<file path="src/verilog/orfa_regs.svh">
// Constants for the operator register file and ALU.
// Assumes inclusion by the package and design files by bare name.
`ifndef ORFA_REGS_SVH
`define ORFA_REGS_SVH
`define ORFA_NREGS        16
`define ORFA_WIDTH        32
`define ORFA_IDX_W        4
`define ORFA_REG_PROBE    4'h0
`define ORFA_REG_OPER_LO  4'h1
`define ORFA_REG_OPER_HI  4'h9
`define ORFA_REG_MASK     4'hA
`define ORFA_REG_SIG      4'hB
`define ORFA_REG_STSCTL   4'hC
`define ORFA_REG_BITNUM   4'hD
`define ORFA_REG_DATA     4'hE
`define ORFA_REG_ADDR     4'hF
`define ORFA_RESET_VAL    32'h00000000
`define ORFA_LOAD_MAX     32'h0FFFFFFF
`define ORFA_BITNUM_MASK  32'h0000001F
`define ORFA_ONE          32'h00000001
`endif

</file>
<file path="src/verilog/orfa_pkg.sv">
// Types for the operator register file and ALU.
// Assumes orfa_regs.svh is on the include path.
`include "orfa_regs.svh"
package orfa_pkg;
  typedef enum logic [3:0] {
    ORFA_OP_NONE  = 4'b0000,
    ORFA_OP_LOAD  = 4'b0001,
    ORFA_OP_INC   = 4'b0010,
    ORFA_OP_DEC   = 4'b0011,
    ORFA_OP_CPL   = 4'b0100,
    ORFA_OP_SHL   = 4'b0101,
    ORFA_OP_SHR   = 4'b0110,
    ORFA_OP_AND   = 4'b0111,
    ORFA_OP_OR    = 4'b1000
  } orfa_op_t;
  typedef enum logic [2:0] {
    ORFA_SEQ_MASK   = 3'b000,
    ORFA_SEQ_SIG    = 3'b001,
    ORFA_SEQ_STSCTL = 3'b010,
    ORFA_SEQ_BITNUM = 3'b011,
    ORFA_SEQ_DATA   = 3'b100,
    ORFA_SEQ_ADDR   = 3'b101,
    ORFA_SEQ_PROBE  = 3'b110
  } orfa_seq_t;
endpackage

</file>
<file path="src/verilog/orfa_regbank.sv">
// Sixteen-entry register bank, two registered read ports, one write port.
// Assumes a single clock and asynchronous active-low reset.
`timescale 1ns/1ps
`default_nettype none
`include "orfa_regs.svh"
module orfa_regbank #(
  parameter int WIDTH = `ORFA_WIDTH,
  parameter int DEPTH = `ORFA_NREGS,
  parameter int AW    = `ORFA_IDX_W
) (
  input  wire logic             clk,
  input  wire logic             arst_n,
  input  wire logic             we,
  input  wire logic [AW-1:0]    waddr,
  input  wire logic [WIDTH-1:0] wdata,
  input  wire logic [AW-1:0]    raddr_a,
  input  wire logic [AW-1:0]    raddr_b,
  output logic      [WIDTH-1:0] rdata_a,
  output logic      [WIDTH-1:0] rdata_b
);
  logic [WIDTH-1:0] mem_reg [DEPTH];

  // Power-up clears every entry
  genvar gi;
  generate
    for (gi = 0; gi < DEPTH; gi++)
    begin : g_ent
      always_ff @(posedge clk or negedge arst_n)
      begin
        if (!arst_n)
          mem_reg[gi] <= `ORFA_RESET_VAL;
        else if (we && waddr == AW'(gi))
          mem_reg[gi] <= wdata;
      end
    end
  endgenerate

  always_ff @(posedge clk or negedge arst_n)
  begin
    if (!arst_n)
    begin
      rdata_a <= `ORFA_RESET_VAL;
      rdata_b <= `ORFA_RESET_VAL;
    end
    else
    begin
      rdata_a <= mem_reg[raddr_a];
      rdata_b <= mem_reg[raddr_b];
    end
  end
endmodule
`default_nettype wire

</file>
<file path="src/verilog/orfa_top.sv">
// Operator register file with unary/binary ALU and sequencer capture.
// Assumes operator commands and sequencer loads come from CLK_SYS logic.
`timescale 1ns/1ps
`default_nettype none
`include "orfa_regs.svh"
// Behaviour
// - Sixteen 32-bit operator-modifiable registers
// - Registers 1-9 written only by operator
// - Data entered or driven copied to E
// - Address entered or driven copied to F
// - Register A captures latest bit mask
// - Register B captures latest ROM signature
// - Register C captures latest status/control pattern
// - Register D captures latest bit index
// - Register 0 captures latest probe read data
// - Sequencer loads never block operator writes
// - Power-up clears all sixteen registers
// - Increment adds one, writes back
// - Decrement subtracts one, writes back
// - Complement inverts all bits
// - Shift left, zero into bit 0
// - Shift right, zero into MSB
// - AND with register or immediate
// - OR with register or immediate
// - Select addresses any of sixteen registers
// - Direct load takes 0 to FFFFFFF; the code loads all 32 bits of OP_IMM unchecked
// - Binary result replaces first register
// - Register contents usable as operand
module orfa_top (
  input  wire logic                     CLK_SYS,
  input  wire logic                     ARST_N,
  input  wire logic                     OP_VALID,
  input  wire orfa_pkg::orfa_op_t       OP_CODE,
  input  wire logic [`ORFA_IDX_W-1:0]   OP_SEL,
  input  wire logic [`ORFA_IDX_W-1:0]   OP_SRC_SEL,
  input  wire logic                     OP_SRC_IMM,
  input  wire logic [`ORFA_WIDTH-1:0]   OP_IMM,
  output logic                          OP_READY,
  output logic                          OP_DONE,
  output logic [`ORFA_WIDTH-1:0]        OP_RESULT,
  input  wire logic                     SEQ_VALID,
  input  wire orfa_pkg::orfa_seq_t      SEQ_KIND,
  input  wire logic [`ORFA_WIDTH-1:0]   SEQ_VALUE,
  output logic                          SEQ_READY,
  input  wire logic                     EXAM_REQ,
  input  wire logic [`ORFA_IDX_W-1:0]   EXAM_SEL,
  output logic                          EXAM_VALID,
  output logic [`ORFA_WIDTH-1:0]        EXAM_DATA
);
  typedef enum logic [1:0] {
    ORFA_ST_IDLE  = 2'b00,
    ORFA_ST_READ  = 2'b01,
    ORFA_ST_WRITE = 2'b10
  } orfa_st_t;

  orfa_st_t                 st_reg;
  orfa_st_t                 st_next;
  orfa_pkg::orfa_op_t       op_reg;
  logic [`ORFA_IDX_W-1:0]   sel_reg;
  logic                     imm_sel_reg;
  logic [`ORFA_WIDTH-1:0]   imm_reg;
  logic [`ORFA_WIDTH-1:0]   alu_next;
  logic [`ORFA_WIDTH-1:0]   rd_a;
  logic [`ORFA_WIDTH-1:0]   rd_b;
  logic [`ORFA_WIDTH-1:0]   ex_rd;
  logic [`ORFA_IDX_W-1:0]   ra_a;
  logic [`ORFA_IDX_W-1:0]   ra_b;
  logic                     we;
  logic [`ORFA_IDX_W-1:0]   waddr;
  logic [`ORFA_WIDTH-1:0]   wdata;
  logic                     seq_pend_reg;
  orfa_pkg::orfa_seq_t      seq_kind_reg;
  logic [`ORFA_WIDTH-1:0]   seq_val_reg;
  logic [`ORFA_IDX_W-1:0]   seq_addr;
  logic [`ORFA_WIDTH-1:0]   seq_wdata;
  logic                     seq_take;
  logic                     op_write;
  logic                     exam_pend_reg;
  logic [`ORFA_IDX_W-1:0]   exam_sel_reg;

  // Operator path: accept only when idle
  assign OP_READY = (st_reg == ORFA_ST_IDLE) && !exam_pend_reg;

  always_comb
  begin
    st_next = st_reg;
    case (st_reg)
      ORFA_ST_IDLE:
        if (OP_VALID && OP_READY)
          st_next = (OP_CODE == orfa_pkg::ORFA_OP_LOAD) ? ORFA_ST_WRITE : ORFA_ST_READ;
      ORFA_ST_READ:
        st_next = ORFA_ST_WRITE;
      ORFA_ST_WRITE:
        st_next = ORFA_ST_IDLE;
      default:
        st_next = ORFA_ST_IDLE;
    endcase
  end

  always_ff @(posedge CLK_SYS or negedge ARST_N)
  begin
    if (!ARST_N)
      st_reg <= ORFA_ST_IDLE;
    else
      st_reg <= st_next;
  end

  always_ff @(posedge CLK_SYS or negedge ARST_N)
  begin
    if (!ARST_N)
    begin
      op_reg      <= orfa_pkg::ORFA_OP_NONE;
      sel_reg     <= '0;
      imm_sel_reg <= 1'b0;
      imm_reg     <= `ORFA_RESET_VAL;
    end
    else if (OP_VALID && OP_READY)
    begin
      op_reg      <= OP_CODE;
      sel_reg     <= OP_SEL;
      imm_sel_reg <= OP_SRC_IMM;
      // Load value is trusted to stay within the entry range
      imm_reg     <= OP_IMM;
    end
  end

  // Read ports: A = target, B = second operand, exam shares port B when idle
  // Limitation: a load to the target during READ is overwritten
  // By the write-back, which was formed from the older contents
  assign ra_a = (st_reg == ORFA_ST_IDLE) ? OP_SEL : sel_reg;
  assign ra_b = (st_reg == ORFA_ST_IDLE && exam_pend_reg) ? exam_sel_reg : OP_SRC_SEL;

  // OP_SRC_SEL must hold from request until the result is written
  always_comb
  begin
    case (op_reg)
      orfa_pkg::ORFA_OP_LOAD: alu_next = imm_reg;
      orfa_pkg::ORFA_OP_INC:  alu_next = rd_a + `ORFA_ONE;
      orfa_pkg::ORFA_OP_DEC:  alu_next = rd_a - `ORFA_ONE;
      orfa_pkg::ORFA_OP_CPL:  alu_next = ~rd_a;
      orfa_pkg::ORFA_OP_SHL:  alu_next = {rd_a[`ORFA_WIDTH-2:0], 1'b0};
      orfa_pkg::ORFA_OP_SHR:  alu_next = {1'b0, rd_a[`ORFA_WIDTH-1:1]};
      orfa_pkg::ORFA_OP_AND:  alu_next = rd_a & (imm_sel_reg ? imm_reg : rd_b);
      orfa_pkg::ORFA_OP_OR:   alu_next = rd_a | (imm_sel_reg ? imm_reg : rd_b);
      default:                alu_next = rd_a;
    endcase
  end

  // Sequencer capture: one-deep holding, drained when operator is not writing
  assign SEQ_READY = !seq_pend_reg;
  assign op_write  = (st_reg == ORFA_ST_WRITE) && (op_reg != orfa_pkg::ORFA_OP_NONE);
  assign seq_take  = seq_pend_reg && !op_write;

  always_ff @(posedge CLK_SYS or negedge ARST_N)
  begin
    if (!ARST_N)
    begin
      seq_pend_reg <= 1'b0;
      seq_kind_reg <= orfa_pkg::ORFA_SEQ_DATA;
      seq_val_reg  <= `ORFA_RESET_VAL;
    end
    else if (SEQ_VALID && SEQ_READY)
    begin
      seq_pend_reg <= 1'b1;
      seq_kind_reg <= SEQ_KIND;
      seq_val_reg  <= SEQ_VALUE;
    end
    else if (seq_take)
      seq_pend_reg <= 1'b0;
  end

  // Sequencer kinds map only onto dedicated registers, never 1-9
  always_comb
  begin
    seq_wdata = seq_val_reg;
    case (seq_kind_reg)
      orfa_pkg::ORFA_SEQ_MASK:   seq_addr = `ORFA_REG_MASK;
      orfa_pkg::ORFA_SEQ_SIG:    seq_addr = `ORFA_REG_SIG;
      orfa_pkg::ORFA_SEQ_STSCTL: seq_addr = `ORFA_REG_STSCTL;
      orfa_pkg::ORFA_SEQ_BITNUM:
      begin
        seq_addr  = `ORFA_REG_BITNUM;
        seq_wdata = seq_val_reg & `ORFA_BITNUM_MASK;
      end
      orfa_pkg::ORFA_SEQ_DATA:   seq_addr = `ORFA_REG_DATA;
      orfa_pkg::ORFA_SEQ_ADDR:   seq_addr = `ORFA_REG_ADDR;
      orfa_pkg::ORFA_SEQ_PROBE:  seq_addr = `ORFA_REG_PROBE;
      default:                   seq_addr = `ORFA_REG_DATA;
    endcase
  end

  // Single write port: operator first, sequencer waits one cycle
  always_comb
  begin
    we    = 1'b0;
    waddr = sel_reg;
    wdata = alu_next;
    if (op_write)
    begin
      we    = 1'b1;
      waddr = sel_reg;
      wdata = alu_next;
    end
    else if (seq_take)
    begin
      we    = 1'b1;
      waddr = seq_addr;
      wdata = seq_wdata;
    end
  end

  orfa_regbank #(
    .WIDTH (`ORFA_WIDTH),
    .DEPTH (`ORFA_NREGS),
    .AW    (`ORFA_IDX_W)
  ) u_bank (
    .clk     (CLK_SYS),
    .arst_n  (ARST_N),
    .we      (we),
    .waddr   (waddr),
    .wdata   (wdata),
    .raddr_a (ra_a),
    .raddr_b (ra_b),
    .rdata_a (rd_a),
    .rdata_b (ex_rd)
  );
  assign rd_b = ex_rd;

  always_ff @(posedge CLK_SYS or negedge ARST_N)
  begin
    if (!ARST_N)
    begin
      OP_DONE   <= 1'b0;
      OP_RESULT <= `ORFA_RESET_VAL;
    end
    else
    begin
      OP_DONE <= op_write;
      if (op_write)
        OP_RESULT <= alu_next;
    end
  end

  // Examine: request latched, read on port B in an idle cycle
  always_ff @(posedge CLK_SYS or negedge ARST_N)
  begin
    if (!ARST_N)
    begin
      exam_pend_reg <= 1'b0;
      exam_sel_reg  <= '0;
      EXAM_VALID    <= 1'b0;
      EXAM_DATA     <= `ORFA_RESET_VAL;
    end
    else
    begin
      EXAM_VALID <= 1'b0;
      if (EXAM_REQ && !exam_pend_reg)
      begin
        exam_pend_reg <= 1'b1;
        exam_sel_reg  <= EXAM_SEL;
      end
      else if (exam_pend_reg && st_reg == ORFA_ST_IDLE)
        exam_pend_reg <= 1'b0;
      if (EXAM_VALID == 1'b0 && exam_pend_reg && st_reg == ORFA_ST_IDLE)
        EXAM_VALID <= 1'b1;
      if (EXAM_VALID)
        EXAM_DATA <= ex_rd;
    end
  end

  chk_inc_wraps: assert property (@(posedge CLK_SYS) disable iff (!ARST_N)
    (st_reg == ORFA_ST_WRITE && op_reg == orfa_pkg::ORFA_OP_INC)
      |-> ##1 (OP_RESULT == $past(rd_a) + `ORFA_ONE))
    else $error("increment result wrong");
  chk_dec_result: assert property (@(posedge CLK_SYS) disable iff (!ARST_N)
    (st_reg == ORFA_ST_WRITE && op_reg == orfa_pkg::ORFA_OP_DEC)
      |-> ##1 (OP_RESULT == $past(rd_a) - `ORFA_ONE))
    else $error("decrement result wrong");
  chk_cpl_result: assert property (@(posedge CLK_SYS) disable iff (!ARST_N)
    (st_reg == ORFA_ST_WRITE && op_reg == orfa_pkg::ORFA_OP_CPL)
      |-> ##1 (OP_RESULT == ~$past(rd_a)))
    else $error("complement result wrong");
  chk_shl_zero: assert property (@(posedge CLK_SYS) disable iff (!ARST_N)
    (st_reg == ORFA_ST_WRITE && op_reg == orfa_pkg::ORFA_OP_SHL) |-> ##1 !OP_RESULT[0])
    else $error("shift left bit 0 not zero");
  chk_shr_zero: assert property (@(posedge CLK_SYS) disable iff (!ARST_N)
    (st_reg == ORFA_ST_WRITE && op_reg == orfa_pkg::ORFA_OP_SHR)
      |-> ##1 !OP_RESULT[`ORFA_WIDTH-1])
    else $error("shift right msb not zero");
  chk_seq_dedic: assert property (@(posedge CLK_SYS) disable iff (!ARST_N)
    (we && !op_write) |-> !(waddr >= `ORFA_REG_OPER_LO && waddr <= `ORFA_REG_OPER_HI))
    else $error("sequencer wrote operator register");
  chk_seq_drain: assert property (@(posedge CLK_SYS) disable iff (!ARST_N)
    (SEQ_VALID && SEQ_READY) |-> ##[1:3] seq_take)
    else $error("sequencer load not written");
  chk_op_finish: assert property (@(posedge CLK_SYS) disable iff (!ARST_N)
    (OP_VALID && OP_READY && OP_CODE != orfa_pkg::ORFA_OP_NONE) |-> ##[1:2] op_write ##1 OP_DONE)
    else $error("operator command not written back");
  chk_data_e: assert property (@(posedge CLK_SYS) disable iff (!ARST_N)
    (seq_take && seq_kind_reg == orfa_pkg::ORFA_SEQ_DATA) |-> waddr == `ORFA_REG_DATA)
    else $error("data capture not to E");
  chk_load_value: assert property (@(posedge CLK_SYS) disable iff (!ARST_N)
    (st_reg == ORFA_ST_WRITE && op_reg == orfa_pkg::ORFA_OP_LOAD)
      |-> ##1 (OP_RESULT == $past(imm_reg)))
    else $error("load result wrong");
  chk_and_result: assert property (@(posedge CLK_SYS) disable iff (!ARST_N)
    (st_reg == ORFA_ST_WRITE && op_reg == orfa_pkg::ORFA_OP_AND)
      |-> ##1 (OP_RESULT == ($past(rd_a)
        & ($past(imm_sel_reg) ? $past(imm_reg) : $past(rd_b)))))
    else $error("and result wrong");
  chk_or_result: assert property (@(posedge CLK_SYS) disable iff (!ARST_N)
    (st_reg == ORFA_ST_WRITE && op_reg == orfa_pkg::ORFA_OP_OR)
      |-> ##1 (OP_RESULT == ($past(rd_a)
        | ($past(imm_sel_reg) ? $past(imm_reg) : $past(rd_b)))))
    else $error("or result wrong");
  chk_mask_a: assert property (@(posedge CLK_SYS) disable iff (!ARST_N)
    (seq_take && seq_kind_reg == orfa_pkg::ORFA_SEQ_MASK) |-> waddr == `ORFA_REG_MASK)
    else $error("mask capture not to A");
  chk_sig_b: assert property (@(posedge CLK_SYS) disable iff (!ARST_N)
    (seq_take && seq_kind_reg == orfa_pkg::ORFA_SEQ_SIG) |-> waddr == `ORFA_REG_SIG)
    else $error("signature capture not to B");
  chk_stsctl_c: assert property (@(posedge CLK_SYS) disable iff (!ARST_N)
    (seq_take && seq_kind_reg == orfa_pkg::ORFA_SEQ_STSCTL) |-> waddr == `ORFA_REG_STSCTL)
    else $error("status capture not to C");
  chk_bitnum_range: assert property (@(posedge CLK_SYS) disable iff (!ARST_N)
    (seq_take && seq_kind_reg == orfa_pkg::ORFA_SEQ_BITNUM) |-> wdata <= `ORFA_BITNUM_MASK)
    else $error("bit index out of range");
  chk_addr_f: assert property (@(posedge CLK_SYS) disable iff (!ARST_N)
    (seq_take && seq_kind_reg == orfa_pkg::ORFA_SEQ_ADDR) |-> waddr == `ORFA_REG_ADDR)
    else $error("address capture not to F");
  chk_probe_zero: assert property (@(posedge CLK_SYS) disable iff (!ARST_N)
    (seq_take && seq_kind_reg == orfa_pkg::ORFA_SEQ_PROBE) |-> waddr == `ORFA_REG_PROBE)
    else $error("probe capture not to 0");
  chk_exam_pulse: assert property (@(posedge CLK_SYS) disable iff (!ARST_N)
    EXAM_VALID |=> !EXAM_VALID)
    else $error("examine valid longer than one cycle");

  cov_and_imm: cover property (@(posedge CLK_SYS) disable iff (!ARST_N)
    op_write && op_reg == orfa_pkg::ORFA_OP_AND && imm_sel_reg);
  cov_or_reg: cover property (@(posedge CLK_SYS) disable iff (!ARST_N)
    op_write && op_reg == orfa_pkg::ORFA_OP_OR && !imm_sel_reg);
  cov_seq_wait: cover property (@(posedge CLK_SYS) disable iff (!ARST_N)
    seq_pend_reg && op_write);
  cov_exam: cover property (@(posedge CLK_SYS) disable iff (!ARST_N) EXAM_VALID);
  cov_dec_wrap: cover property (@(posedge CLK_SYS) disable iff (!ARST_N)
    op_write && op_reg == orfa_pkg::ORFA_OP_DEC && rd_a == `ORFA_RESET_VAL);
endmodule
`default_nettype wire
</file>
<file path="config.mk">
export PLATFORM = sky130hd
export DESIGN_NAME = orfa_top
export DESIGN_NICKNAME = d
export VERILOG_FILES = /design/src/verilog/orfa_pkg.sv /design/src/verilog/orfa_regbank.sv /design/src/verilog/orfa_top.sv
export VERILOG_INCLUDE_DIRS = /design/src /design/src/verilog
export SDC_FILE = /design/constraint.sdc
export NUM_CORES = 2
export LEC_CHECK = 0
export ABC_CLOCK_PERIOD_IN_PS = 3500
export BUFFER_PORTS_ARGS = -buffer_cell sky130_fd_sc_hd__buf_2
export CELL_PAD_IN_SITES_DETAIL_PLACEMENT = 1
export CELL_PAD_IN_SITES_GLOBAL_PLACEMENT = 2
export CORE_ASPECT_RATIO = 0.5
export CORE_MARGIN = 2
export CORE_UTILIZATION = 38
export CTS_CLUSTER_DIAMETER = 30
export DETAILED_ROUTE_END_ITERATION = 7
export PLACE_DENSITY = 0.85
export SLEW_MARGIN = 20
export SYNTH_ARGS = -nofsm -noshare
export SYNTH_HDL_FRONTEND = slang
export SYNTH_SLANG_ARGS = --single-unit
export TNS_END_PERCENT = 10
</file>
<file path="constraint.sdc">
create_clock -name CLK_SYS -period 3.5 [get_ports CLK_SYS]
set_clock_uncertainty 0.15 [all_clocks]
set_input_delay 0.7 -clock CLK_SYS [delete_from_list [all_inputs] [get_ports CLK_SYS]]
set_output_delay 0.7 -clock CLK_SYS [all_outputs]
set_load 0.005 [all_outputs]
</file>
==> summary.md <==
| Metric | Value |
|---|---|
| Status | `complete, no violations` |
| Die area | `0.1039 mm^2` |
| Leak Pwr | `20.51 nW` |
| # setup viols final | `0` |
| Post-Synth XOR/XNOR Area | `0.003188` |
| Routability cong. | `0.9564` |
| Number of synthesized flops with an enable pin | `0` |
| Critical path buffers and inverters | `4` |
| Yosys Warn Count | `0` |
| Worst r2r src | `op_reg[0]` |
| Worst path max stage delay | `0.79 ns` |
| WP depth | `11` |
| Final non-filler cell total | `5290` |
| First-pass GRT wire length | `237000 um` |
| Post-Synth Adder-Cell Area | `0.0003253` |
| Antenna viol nets, final | `0` |
| CP Cell Sequence | `buf_12 > nor3b_1 > buf_4 > a222oi_1 > o211ai_1 > and4bb_2 > a211oi_4 > buf_4 > a22oi_1 > buf_4 > o21ai_0` |
| Post-route cell area | `0.04809 mm^2` |
| Vias/cell | `6.322` |
| Required time worst endpoint | `3.98 ns` |
| GRT Total Usage | `0.3070` |
| Placed Area | `0.04367 mm^2` |
| Setup WS post-layout | `0.01516 ns` |
| Share of cells above drive strength 1 | `0.3380` |
| H-tree depth | `3` |
| Synth Register Bits | `726` |
| Reg-to-reg endpoint | `u_bank.mem_reg[48]` |
| HP Class | `input pin to flop` |
| Mux share of post-synthesis cell area | `0.2350` |
| Post-synthesis compound-gate area fraction | `0.1346` |
| Yosys cell types | `94` |
| TNS Setup | `0 ns` |
| Number of flip-flops in the largest register | `512` |
| Leading area contributor after synthesis | `dfrtp_1` |
| Vias | `33450` |
| Synth top area cells | `dfrtp_1 47%, mux4_2 15%, mux2_2 7.1%, nand2_1 5.5%, o21ai_0 4.4%` |
| Input/output buffers | `156` |
| Post-Route WL | `159000 um` |
| Global route overflow | `0` |
| Most frequent cells after synthesis | `725 x dfrtp_1, 565 x nand2_1, 335 x o21ai_0` |
| Die W | `453.9 um` |
| Syn nets | `3601` |
| CTS buffer count | `117` |
| Pwr dens | `1211 mW/mm^2` |
| FF+latch area | `0.01817 mm^2` |
| Initial antenna violation count | `13` |
| Clock latency on the worst-skew pair | `0.74 ns` |
| Pin count of the biggest net entering global routing | `89` |
| Drc violations | `0` |
| Synth Area in Simple Gates | `0.1182` |
| Reg2reg setup slack | `0.02 ns` |
| Drt first pass iters | `8` |
| Slowest stage cell, crit path | `nor3b_1` |
| Core Region | `0.1002 mm^2` |
| Setup CP Type | `flop to flop` |
| RSZ-0062 raised after global routing | `true` |
| Synthesized instance count | `3511` |
| DP Worst Slack | `-0.1020 ns` |
| Seq/Total Area, Yosys | `0.4724` |
| Worst slew margin | `0.2659` |
| Final hold violations | `0` |
| Clock tree from TritonCTS | `done` |
| Clk root buf | `clkbuf_16` |
| Main synth FF type | `dfrtp_1` |
| Worst Path Arrival | `3.96 ns` |
| CP startpoint | `op_reg[0]` |
| Pin slew with the least headroom to its limit | `1.096 ns` |
| Synth Area per Inst | `10.95 um^2` |
| CTS clk-pin slew, worst paths | `0.05 ns` |
| DP HPWL | `106700 um` |
| Inst Count DP | `5059` |
| Routed wire length per instance | `30.06 um` |
| Placement Rows | `82` |
| Cell repeated most along the worst path | `buf_4` |
| Layout net count | `3930` |
| Area Overhead vs Synth | `25.04%` |
| Num Clock Sinks | `726` |
| Share of the synthesized area in the top cell type | `0.4717` |
| Die height | `229.0 um` |
| 1st-iter DRT viols | `3661` |
| Hold Path Stages | `2` |
| Worst setup SP type | `flop` |
| Largest family of logic cells by synthesized area | `multiplexers` |
| Worst-case reg-to-reg path depth | `11` |
| Area of the multi-input gates | `0.01927 mm^2` |
| Cell with the most instances after synthesis | `dfrtp_1` |
| I/O pin count | `157` |
| Worst setup path end | `u_bank.mem_reg[48]` |
| CP Max Fanout | `29` |
| Area of the mapped netlist | `0.03846 mm^2` |
| Top Family by Delay on Critical Path | `simple AND/OR/NAND/NOR gates` |
| Initial Util | `0.3837` |
| Number of global-route vias before repair | `35510` |
| Ys async rst share | `1.000` |
| Maxcap violations | `0` |
| Endpoint type of the worst setup path | `flop` |
| Max IR drop VDD | `578.0 uV` |
| Part of the cycle the worst path needs | `0.9957` |
| Max Freq | `287.0 MHz` |
| Max-slew violation count | `0` |
| Fillers | `10520` |
| Clock buffer depth | `3` |
| Tmin final | `3.485 ns` |
-- metrics by stage --
stage,hold WS [ns],util,total power [W]
finish,0.05662,0.4798,0.05824
global route,0.03246,0.4797,0.06063
CTS,0.01660,0.4780,0.05737
detailed placement,0.3175,0.4357,0.04444
global placement,0.3129,0.4356,0.04329
floorplan,0.2544,-,0.03079
-- how the worst min path moves through the flow --
stage	from	slack, ns	end
final	EXAM_SEL[3]	0.06	exam_sel_reg[3]
after global routing	EXAM_SEL[1]	0.03	exam_sel_reg[1]
after CTS	EXAM_SEL[1]	0.02	exam_sel_reg[1]
after detailed placement	OP_RESULT[27]	0.32	OP_RESULT[27]
after global placement	OP_RESULT[12]	0.31	OP_RESULT[12]
after floorplan	ARST_N	0.25	EXAM_DATA[0]
-- logic make-up after synthesis --
group	after synthesis
AND/OR/NAND/NOR	1025
AO/OA/AOI/OAI	853
buffers and inverters	342
XOR/XNOR	14
adder cells (fa/ha/maj)	1
flip-flops	726
multiplexers	550
-- per-layer routing --
metal | vias to the layer above | share of wire | GRT usage | wire length (um)
met5 | - | 0.00028 | 0 | 45
li1 | 13640 | - | - | -
met4 | 6 | 0.035 | 0.1036 | 5545
met2 | 1726 | 0.46 | 0.4742 | 72710
met3 | 403 | 0.10 | 0.08932 | 16130
met1 | 17670 | 0.41 | 0.4137 | 64600
-- power breakdown --
group / internal, W / switching, W
Clock: 0.00771 / 0.00462
Combinational: 0.0127 / 0.0174
Sequential: 0.0122 / 0.00362
Total: 0.0326 / 0.0256
-- cells in the final DEF, fill, tap and decap left out, types with 15 or more instances in the layout --
| cell | instances |
|---|---|
| nand4_1 | 20 |
| bufinv_16 | 17 |
| clkinv_2 | 17 |
| dfrtp_1 | 723 |
| mux4_2 | 256 |
| mux2_2 | 243 |
| clkinvlp_4 | 23 |
| buf_2 | 155 |
| a31oi_1 | 120 |
| and2_1 | 70 |
| clkbuf_16 | 118 |
| nand2_1 | 557 |
| buf_4 | 292 |
| o21ai_0 | 335 |
| inv_1 | 16 |
| mux2i_1 | 37 |
| nand3_1 | 26 |
| a211oi_1 | 72 |
| a22oi_1 | 15 |
| nor3_1 | 30 |
| nor2_1 | 194 |
| buf_12 | 83 |
| a21oi_1 | 164 |
-- repair_timing --
action                                  in CTS  in global routing
buffers inserted                             0                  5
endpoints found under the setup margin      35                245
hold buffers                                 1                  0
endpoints found under the hold margin       47                  0
pin swaps                                    1                  4
resized for setup                            6                 23
-- cell type report --
cell class                      instances  area share
Multi-Input combinational cell       2443      0.4007
Clock inverter                         83     0.02243
Sequential cell                       726      0.3778
Inverter                               17    0.001327
Clock buffer                          137     0.06496
Antenna cell                            5   0.0002602
Tap cell                             1344     0.03497
Timing Repair Buffer                  535     0.09748
No activity file was read; power rests on OpenSTA's default activity.
